$ cat config.mk
export PLATFORM = sky130hd
export DESIGN_NAME = i2c_slave_event_irq_regs
export DESIGN_NICKNAME = d
export VERILOG_FILES = /design/src/verilog/i2c_slave_event_pkg.sv /design/src/verilog/event_flag_cell.sv /design/src/verilog/i2c_slave_event_irq_regs.sv
export VERILOG_INCLUDE_DIRS = /design/src /design/src/verilog
export SDC_FILE = /design/constraint.sdc
export NUM_CORES = 1
export LEC_CHECK = 0
export BUFFER_PORTS_ARGS = -buffer_cell sky130_fd_sc_hd__buf_2
export CAP_MARGIN = 10
export CORE_ASPECT_RATIO = 1.2
export CORE_MARGIN = 2
export CORE_UTILIZATION = 29
export CTS_BUF_LIST = sky130_fd_sc_hd__clkbuf_4 sky130_fd_sc_hd__clkbuf_8
export DETAILED_ROUTE_END_ITERATION = 10
export MAX_ROUTING_LAYER = met4
export PLACE_DENSITY_LB_ADDON = 0.25
export RECOVER_POWER = 25
export SLEW_MARGIN = 40
export SYNTH_ARGS = -nofsm -noshare
export SYNTH_HDL_FRONTEND = slang
export SYNTH_SLANG_ARGS = --single-unit
$ cat constraint.sdc
create_clock -name clk_sys -period 2.45 [get_ports clk_sys]
set_clock_uncertainty 0.1 [all_clocks]
set_input_delay 0 -clock clk_sys [delete_from_list [all_inputs] [get_ports clk_sys]]
set_output_delay 0 -clock clk_sys [all_outputs]
set_load 0.01 [all_outputs]
$ cat src/verilog/i2c_slave_event_irq_regs.svh
`ifndef I2C_SLAVE_EVENT_IRQ_REGS_SVH
`define I2C_SLAVE_EVENT_IRQ_REGS_SVH

// ==========================================
// register byte offsets
`define OFS_STOPPED_FLAG     12'h104
`define OFS_ERROR_FLAG       12'h124
`define OFS_RX_BEGUN_FLAG    12'h14c
`define OFS_TX_BEGUN_FLAG    12'h150
`define OFS_WRITE_CMD_FLAG   12'h164
`define OFS_READ_CMD_FLAG    12'h168
`define OFS_SHORTCUTS        12'h200
`define OFS_INT_ENABLE       12'h300
`define OFS_INT_STATUS       12'h30c

// ==========================================
// field positions: event bits shared by enable and status layout, then shortcut bits and flag value bit
`define BIT_STOPPED          5'd1
`define BIT_ERROR            5'd9
`define BIT_RX_BEGUN         5'd19
`define BIT_TX_BEGUN         5'd20
`define BIT_WRITE_CMD        5'd25
`define BIT_READ_CMD         5'd26
`define BIT_WRITE_SUSPEND    5'd14
`define BIT_READ_SUSPEND     5'd15
`define BIT_FLAG_VALUE       5'd0

// ==========================================
// reset values and writable masks
`define RST_FLAG             1'b0
`define RST_WORD             32'h0000_0000
`define MASK_INT_LAYOUT      32'h0618_0202
`define MASK_SHORTCUTS       32'h0000_c000
`define EVENT_COUNT          6

`endif

$ cat src/verilog/i2c_slave_event_pkg.sv
package i2c_slave_event_pkg;

   // one-cycle event strobes from the two_wire_slave protocol engine
   typedef struct packed {
      logic read_cmd;
      logic write_cmd;
      logic transmit_sequence_begun;
      logic receive_sequence_begun;
      logic error;
      logic stopped;
   } event_vec_t;

   // shortcut requests toward the task logic
   typedef struct packed {
      logic suspend;
   } task_req_t;

endpackage
$ cat src/verilog/event_flag_cell.sv
`timescale 1ns/1ns
`include "i2c_slave_event_irq_regs.svh"

module event_flag_cell (
   input  wire logic clk_sys,
   input  wire logic rst_n,
   input  wire logic set_pulse,
   input  wire logic load,
   input  wire logic load_val,
   input  wire logic clear,
   output logic      flag
);

   // hardware set wins over any software write or clear
   always_ff @(posedge clk_sys) begin
      if (!rst_n) begin
         flag <= `RST_FLAG;
      end else if (set_pulse) begin
         flag <= 1'b1;
      end else if (clear) begin
         flag <= 1'b0;
      end else if (load) begin
         flag <= load_val;
      end
   end

endmodule

$ cat src/verilog/i2c_slave_event_irq_regs.sv
// Functional notes
// [RULE1] Receive-begun and transmit-begun flags are set by their events, read and written by software, zero after reset.
// [RULE2] One enable bit each for the stopped and error events lets or blocks their interrupt.
// [RULE3] Separate enable bits for receive-begun and transmit-begun, 1 enables, all enables reset to zero.
// [RULE4] The write-command flag is set when the master addresses a write and its interrupt is gated by its enable.
// [RULE5] The read-command flag is set when the master addresses a read and its interrupt is gated by its enable.
// [RULE6] Two shortcut bits make write-command or read-command trigger suspend; both reset to disabled.
// [RULE7] The interrupt line is high while any flag is 1 with its enable set, low otherwise.
`timescale 1ns/1ns
`include "i2c_slave_event_irq_regs.svh"

module i2c_slave_event_irq_regs #(
   parameter int ADDR_W = 12
) (
   input  wire logic                            clk_sys,
   input  wire logic                            rst_n,
   input  wire logic [ADDR_W-1:0]               bus_addr,
   input  wire logic [31:0]                     wr_data,
   input  wire logic                            wr_stb,
   input  wire logic                            rd_stb,
   output logic [31:0]                          rd_data,
   input  wire i2c_slave_event_pkg::event_vec_t events,
   output i2c_slave_event_pkg::task_req_t       task_req,
   output logic [31:0]                          event_task_shortcuts,
   output logic                                 irq
);
   import i2c_slave_event_pkg::*;

   // ==========================================
   // per-event constants
   function automatic logic [ADDR_W-1:0] event_offset(input int idx);
      logic [ADDR_W-1:0] ofs;
      ofs = '0;
      case (idx)
         0: begin
            ofs = ADDR_W'(`OFS_STOPPED_FLAG);
         end
         1: begin
            ofs = ADDR_W'(`OFS_ERROR_FLAG);
         end
         2: begin
            ofs = ADDR_W'(`OFS_RX_BEGUN_FLAG);
         end
         3: begin
            ofs = ADDR_W'(`OFS_TX_BEGUN_FLAG);
         end
         4: begin
            ofs = ADDR_W'(`OFS_WRITE_CMD_FLAG);
         end
         5: begin
            ofs = ADDR_W'(`OFS_READ_CMD_FLAG);
         end
         default: begin
            ofs = '0;
         end
      endcase
      return ofs;
   endfunction

   function automatic logic [4:0] event_bit(input int idx);
      logic [4:0] pos;
      pos = '0;
      case (idx)
         0: begin
            pos = `BIT_STOPPED;
         end
         1: begin
            pos = `BIT_ERROR;
         end
         2: begin
            pos = `BIT_RX_BEGUN;
         end
         3: begin
            pos = `BIT_TX_BEGUN;
         end
         4: begin
            pos = `BIT_WRITE_CMD;
         end
         5: begin
            pos = `BIT_READ_CMD;
         end
         default: begin
            pos = '0;
         end
      endcase
      return pos;
   endfunction

   // ==========================================
   // address decode
   wire logic                    hit_shortcuts;
   wire logic                    hit_int_enable;
   wire logic                    hit_int_status;
   wire logic [`EVENT_COUNT-1:0] hit_flag;
   wire logic                    hit_any;

   assign hit_shortcuts  = (bus_addr == ADDR_W'(`OFS_SHORTCUTS));
   assign hit_int_enable = (bus_addr == ADDR_W'(`OFS_INT_ENABLE));
   assign hit_int_status = (bus_addr == ADDR_W'(`OFS_INT_STATUS));
   assign hit_any        = hit_shortcuts | hit_int_enable | hit_int_status | (|hit_flag);

   wire logic                    wr_shortcuts;
   wire logic                    wr_int_enable;
   wire logic                    wr_int_status;

   assign wr_shortcuts   = wr_stb & hit_shortcuts;
   assign wr_int_enable  = wr_stb & hit_int_enable;
   assign wr_int_status  = wr_stb & hit_int_status;

   // ==========================================
   // event strobes in index order
   wire logic [`EVENT_COUNT-1:0] event_pulse;

   assign event_pulse = events;

   // ==========================================
   // event flags
   wire logic [`EVENT_COUNT-1:0] flag;
   wire logic [`EVENT_COUNT-1:0] flag_load;
   wire logic [`EVENT_COUNT-1:0] flag_w1c;

   genvar g;
   generate
      for (g = 0; g < `EVENT_COUNT; g++) begin : g_event
         assign hit_flag[g]  = (bus_addr == event_offset(g));
         // direct write of the flag register stores bit 0
         assign flag_load[g] = wr_stb & hit_flag[g];
         // writing one to the status layout clears the flag
         assign flag_w1c[g]  = wr_int_status & wr_data[event_bit(g)];

         // [RULE1] event sets flag
         // [RULE4] write command flag
         // [RULE5] read command flag
         event_flag_cell u_flag (
            .clk_sys   (clk_sys),
            .rst_n     (rst_n),
            .set_pulse (event_pulse[g]),
            .load      (flag_load[g]),
            .load_val  (wr_data[`BIT_FLAG_VALUE]),
            .clear     (flag_w1c[g]),
            .flag      (flag[g])
         );
      end
   endgenerate

   // ==========================================
   // flags placed in enable layout
   logic [31:0] flag_layout;

   always_comb begin
      flag_layout = '0;
      for (int i = 0; i < `EVENT_COUNT; i++) begin
         flag_layout[event_bit(i)] = flag[i];
      end
   end

   // ==========================================
   // interrupt enable mask
   logic [31:0] interrupt_enable_mask;
   wire logic [31:0] next_interrupt_enable_mask;

   // [RULE2] stopped and error enables
   // [RULE3] per event enables
   assign next_interrupt_enable_mask = wr_data & `MASK_INT_LAYOUT;

   always_ff @(posedge clk_sys) begin
      if (!rst_n) begin
         interrupt_enable_mask <= `RST_WORD;
      end else if (wr_int_enable) begin
         interrupt_enable_mask <= next_interrupt_enable_mask;
      end
   end

   // ==========================================
   // shortcuts
   wire logic [31:0] next_event_task_shortcuts;
   wire logic        write_suspend_en;
   wire logic        read_suspend_en;

   assign next_event_task_shortcuts = wr_data & `MASK_SHORTCUTS;

   // [RULE6] shortcut bits reset disabled
   always_ff @(posedge clk_sys) begin
      if (!rst_n) begin
         event_task_shortcuts <= `RST_WORD;
      end else if (wr_shortcuts) begin
         event_task_shortcuts <= next_event_task_shortcuts;
      end
   end

   assign write_suspend_en = event_task_shortcuts[`BIT_WRITE_SUSPEND];
   assign read_suspend_en  = event_task_shortcuts[`BIT_READ_SUSPEND];

   // [RULE6] command triggers suspend
   assign task_req.suspend = (events.write_cmd & write_suspend_en) |
                             (events.read_cmd & read_suspend_en);

   // ==========================================
   // interrupt line
   wire logic [31:0] pending;

   // [RULE7] flag and enable gate
   // [RULE4] write command gated
   // [RULE5] read command gated
   assign pending = flag_layout & interrupt_enable_mask;

   always_comb begin
      irq = |pending;
   end

   // ==========================================
   // read data
   logic [31:0]      flag_word;
   wire logic [31:0] next_rd_data;

   always_comb begin
      flag_word = '0;
      for (int i = 0; i < `EVENT_COUNT; i++) begin
         if (hit_flag[i]) begin
            flag_word[`BIT_FLAG_VALUE] = flag[i];
         end
      end
   end

   // unmapped addresses read as zero
   assign next_rd_data = !hit_any       ? `RST_WORD :
                         hit_shortcuts  ? event_task_shortcuts :
                         hit_int_enable ? interrupt_enable_mask :
                         hit_int_status ? flag_layout :
                                          flag_word;

   // data only in the cycle after the read strobe
   always_ff @(posedge clk_sys) begin
      if (!rst_n) begin
         rd_data <= `RST_WORD;
      end else if (rd_stb) begin
         rd_data <= next_rd_data;
      end else begin
         rd_data <= `RST_WORD;
      end
   end

endmodule

# Yosys cells after proc, flatten, opt, wreduce, memory -nomap -nowiden
# Index checks and enable logic that the tools add are counted.
# op_classes
eq_ne	9
n_reduce_logical	12
n_bitwise	23
n_mux	27
# ops
op	n
12-bit by 9-bit == test with 1-bit output, second input constant	6
27-bit 2-to-1 mux	2
12-bit by 10-bit == test with 1-bit output, second input constant	3
32-bit OR reduction	1
27-bit bitwise AND	1
1-bit 2-to-1 mux	24
3-bit nonzero test	6
1-bit bitwise AND	17
16-bit 2-to-1 mux	1
6-bit OR reduction	1
1-bit bitwise OR	4
4-bit OR reduction	1
3-bit AND reduction	1
3-bit OR reduction	1
2-bit OR reduction	1
1-bit NOT	1
# totals
word_cells	83
inputBits	54
output_inout_bits	66
ff_bits	46

# Longest topological paths before layout
# depth
word_depth	10
mapped_depth	6
ltp_nobuf	4

# By module
# A second synthesis with hierarchy kept.
# hier_totals
hier_cells	208
area_unflattened_um2	1725.4
# by_module_without_submodules
module	n_inst	area_each_um2	cells_each	seq_area_each_um2
i2c_slave_event_irq_regs	1	1455.1	178	340.3
event_flag_cell	6	45.0	5	20.0

# Least setup slack after synthesis
# Ideal clock, no wire load.
# synth_path
path_kind	in2reg
from	in bus_addr[6]
to	reg g_event[1].u_flag.flag
cell_stages	6
setup_ns	0.119
required_time_ns	2.231
t_arrival_ns	1.611
path_slack_ns	0.621
path_buffers	2
path_cell_list	buf_6 -> or4b_4 -> or3_1 -> or3_1 -> clkbuf_1 -> o221a_2
# synth_between
elab_chain_cells	5
elab_cells_between_ends	8
cone_classes	2 x eq/ne; 2 x mux; 3 x bitwise; 1 x reduce/logical
# synth_rtl
item	line	source
start: declaration	i2c_slave_event_irq_regs.sv:17	input wire logic [ADDR_W-1:0] bus_addr,
12-bit by 10-bit == test with 1-bit output	i2c_slave_event_irq_regs.sv:99	assign hit_int_status = (bus_addr == ADDR_W'(`OFS_INT_STATUS));
1-bit bitwise AND	i2c_slave_event_irq_regs.sv:108	assign wr_int_status = wr_stb & hit_int_status;
1-bit bitwise AND	i2c_slave_event_irq_regs.sv:129	assign flag_w1c[g] = wr_int_status & wr_data[event_bit(g)];
1-bit 2-to-1 mux	event_flag_cell.sv:20	end else if (clear) begin
1-bit 2-to-1 mux	event_flag_cell.sv:18	end else if (set_pulse) begin
end signal: assignment	event_flag_cell.sv:17	flag <= `RST_FLAG;
end signal: assignment	event_flag_cell.sv:23	flag <= load_val;
end: declaration	event_flag_cell.sv:11	output logic flag
# Several ways; a longest one is shown, not always the timed one.
# A chain may end at the register's enable or synchronous reset.

# Worst setup path after layout
# layout_path
from	in bus_addr[9]
to	reg rd_data[9]
# layout_between
elab_chain_cells	7
elab_cells_between_ends	18
cone_classes	9 x eq/ne; 2 x mux; 4 x bitwise; 3 x reduce/logical
# layout_rtl
item	line	source
12-bit by 10-bit == test with 1-bit output, on equally long branches	i2c_slave_event_irq_regs.sv:97, i2c_slave_event_irq_regs.sv:98	
1-bit bitwise OR (3 in a row)	i2c_slave_event_irq_regs.sv:100	assign hit_any = hit_shortcuts | hit_int_enable | hit_int_status | (|hit_flag);
3-bit AND reduction (no line)	n/a	
1-bit NOT (no line)	n/a	
2-bit OR reduction (no line)	n/a	
end signal: assignment	i2c_slave_event_irq_regs.sv:235	rd_data <= `RST_WORD;
end signal: assignment	i2c_slave_event_irq_regs.sv:237	rd_data <= next_rd_data;
end signal: assignment	i2c_slave_event_irq_regs.sv:239	rd_data <= `RST_WORD;
end: declaration	i2c_slave_event_irq_regs.sv:21	output logic [31:0] rd_data,
# Several ways; a longest one is shown, not always the timed one.

==> results.sh <==
export IMPL_cts_sinks=23
export IMPL_ys_seq_area_frac=0.261
export IMPL_wl_met1_um=1470
export IMPL_cp_depth=6
export IMPL_ys_ff_latch=23
export IMPL_rows=31
export IMPL_ant_nets=0
export IMPL_remaining_drc_errors=0
export IMPL_power_total_mw=0.779
export IMPL_min_path_cells=4
export IMPL_end_kind="register"
export IMPL_path_class="primary input to register"
export IMPL_max_slew_margin_rel=0.638
export IMPL_grt_max_degree=23
export IMPL_p_int_mw=0.561
export IMPL_synth_cells=202
export IMPL_clk_latency_ns=0.26
export IMPL_synth_warnings=0
export IMPL_cp_top_family="simple AND/OR/NAND/NOR gates"
export IMPL_wl_per_cell_um=11.3
export IMPL_core_um2=5970
export IMPL_fin_nets=307
export IMPL_crit_chain="dlygate4sd3_1 -> buf_2 -> or4b_4 -> or3_1 -> or4_1 -> nor2_1"
export IMPL_max_stage_delay_ns=0.64
export IMPL_p_switching_mw=0.218
export IMPL_gp_congestion=0.777
export IMPL_p_sw_frac=0.280
export IMPL_cp_arrival_ns=2.28
export IMPL_cts_root_buf="clkbuf_8"
export IMPL_wl_um=3770
export IMPL_status="complete, no violations"
export IMPL_met3_length_um=217
export IMPL_drv_cap=0
export IMPL_numCtsBuffers=3
export IMPL_cts_tree="built"
export IMPL_fillers=643
export IMPL_rsz0062_at_grt="no"
export IMPL_clkPwrFrac=0.297
export IMPL_die_area_um2=6730
export IMPL_crit_slowest_cell="or4_1"
export IMPL_portBuffers=43
export IMPL_hold_viol_final=0
export IMPL_reg2reg_depth=4
export IMPL_syn_area_per_cell_um2=8.74
export IMPL_seq_area_um2=460
export IMPL_via_per_inst=4.27
export IMPL_vdd_ir_drop_max_uv=186
export IMPL_critPathMaxFanout=6
export IMPL_antenna_found_initial=0
export IMPL_start_util=0.296
export IMPL_synthFlopType="dfxtp_1"
export IMPL_p_leak_nw=0.878
export IMPL_die_w_um=75.2
export IMPL_ios=120
export IMPL_drt_iter0_drc=61
export IMPL_netlist_area_um2=1770
export IMPL_cts_buffer_depth=2
export IMPL_met2_wirelength_um=1990
export IMPL_drive_above_1_share=0.222
export IMPL_top_layer="met4"
export IMPL_p_comb_frac=0.203
export IMPL_grt_pass1_wl_um=5930
export IMPL_cp_buffers_inverters=2
export IMPL_fmax_ghz=0.458
export IMPL_hold_class="primary input to register"
export IMPL_area_growth_pct=14.3
export IMPL_finalCritPeriodShare=0.891
export IMPL_synth_distinct_cells=42
export IMPL_async_reset_ff_frac=0
export IMPL_hpwl_um=3000
export IMPL_grt_pass1_vias=1284
export IMPL_worst_ep_required_time_ns=2.54
export IMPL_multiInputGateArea_um2=1040
export IMPL_post_cts_buffers=0
export IMPL_synth_edf_count=0
export IMPL_dieHeight_um=89.5
export IMPL_diodes=0
export IMPL_slew_viol_final=0
export IMPL_overflow=0
export IMPL_start_kind="primary input"
export IMPL_pwr_share_seq=0.499
export IMPL_track_usage=0.117
export IMPL_finalCriticalPeriod_ns=2.18
export IMPL_clkTransAtPathRegs_ns=0.08
export IMPL_power_density_nw_per_um2=386
export IMPL_first_pass_iters=4
export IMPL_setup_violations=0
export IMPL_via_count=1425
export IMPL_worst_pin_slew_ns=0.538
export IMPL_finalSetupTns_ns=0
export IMPL_htreeDepth=1
==> state kept, by name, summed over array words and instances (netlist names) <==
signal,cells
event_task_shortcuts,2
g_event.u_flag.flag,6
interrupt_enable_mask,6
rd_data,9
==> layout make-up <==
cell class	count	area share
sequential	23	0.228
multi-input combinational	165	0.517
clock buffer	3	0.0205
tap	82	0.0508
clock inverter	1	0.00248
timing repair buffer	59	0.179
inverter	1	0.00186
==> kinds of logic after synthesis <==
group / count (synthesis) / share of synthesized area
flops: 23 / 0.261
buf+inv: 66 / 0.259
xor+xnor: 1 / 0.00496
compound gates: 18 / 0.0886
simple gates: 72 / 0.262
mux: 21 / 0.123
other cells: 1 / 0.00212
==> tightest hold or removal path, stage by stage <==
cell	delay (ns)
buf_2	0.10
nand2_1	0.05
nor3_1	0.04
and2_1	0.14
==> timing repair <==
action | in CTS | in global routing
hold buffers | 15 | 0
endpoints found under the hold margin | 15 | 0
resized for setup | 0 | 0
==> through the flow <==
step | util | setup WS [ns] | std cells | hold WS, ns | area, um2
after floorplan | - | 0.621 | 254 | 0.0421 | 1960
after global placement | 0.307 | 0.335 | 315 | 0.163 | 1830
after detailed placement | 0.307 | 0.343 | 315 | 0.172 | 1830
after CTS | 0.340 | 0.258 | 334 | 0.0194 | 2030
after global routing | 0.338 | 0.212 | 334 | 0.0269 | 2020
final | 0.338 | 0.267 | 334 | 0.0190 | 2020
==> power groups by stage <==
| stage | Clock (mW) | Combinational [mW] | Sequential, mW |
|---|---|---|---|
| 2_1_floorplan | 0 | 0.161 | 0.394 |
| 4_1_cts | 0.240 | 0.157 | 0.389 |
| 6_report | 0.232 | 0.158 | 0.389 |
| 3_3_place_gp | 0 | 0.138 | 0.398 |
| 5_1_grt | 0.257 | 0.180 | 0.390 |
| 3_5_place_dp | 0 | 0.139 | 0.398 |
==> path summary, 6_finish.rpt <==
check | from | to | slack (ns)
hold reg to reg | interrupt_enable_mask[19] | interrupt_enable_mask[19] | 0.39
setup reg to reg | g_event[3].u_flag.flag | rd_data[0] | 0.83
hold / removal | rd_stb | rd_data[14] | 0.02
setup / recovery | bus_addr[9] | rd_data[9] | 0.27
==> cell usage after synthesis, types with 3 or more instances <==
library cell	count	area, um2
or4b_2	4	40.0
mux2i_1	15	150
nor2b_1	4	25.0
nand2_1	15	56.3
dfxtp_1	23	460
nand2b_1	8	50.1
o221a_2	4	45.0
buf_4	53	398
or4bb_1	4	45.0
clkbuf_1	9	33.8
a22oi_1	3	22.5
or4_1	3	22.5
nor4_1	8	50.1
mux2_2	6	67.6
nor2_1	8	30.0
==> cells in the final DEF, fill, tap and decap left out, types with 6 or more instances in the layout <==
master	synthesis	routed
nor2_1	8	8
dfxtp_1	23	23
mux2_2	6	6
dlygate4sd3_1	0	15
mux2i_1	15	15
nand2b_1	8	8
buf_2	2	34
conb_1	1	53
nor4_1	8	8
nand2_1	15	15
clkbuf_1	9	9
==> metal layers <==
metal / global-route usage / up-vias
li1: - / 709
met1: 0.128 / 650
met2: 0.203 / 60
met3: 0.0214 / 6
met4: 0.0542 / 0
met5: - / -
Note: power is estimated with default switching activity, not from simulation.
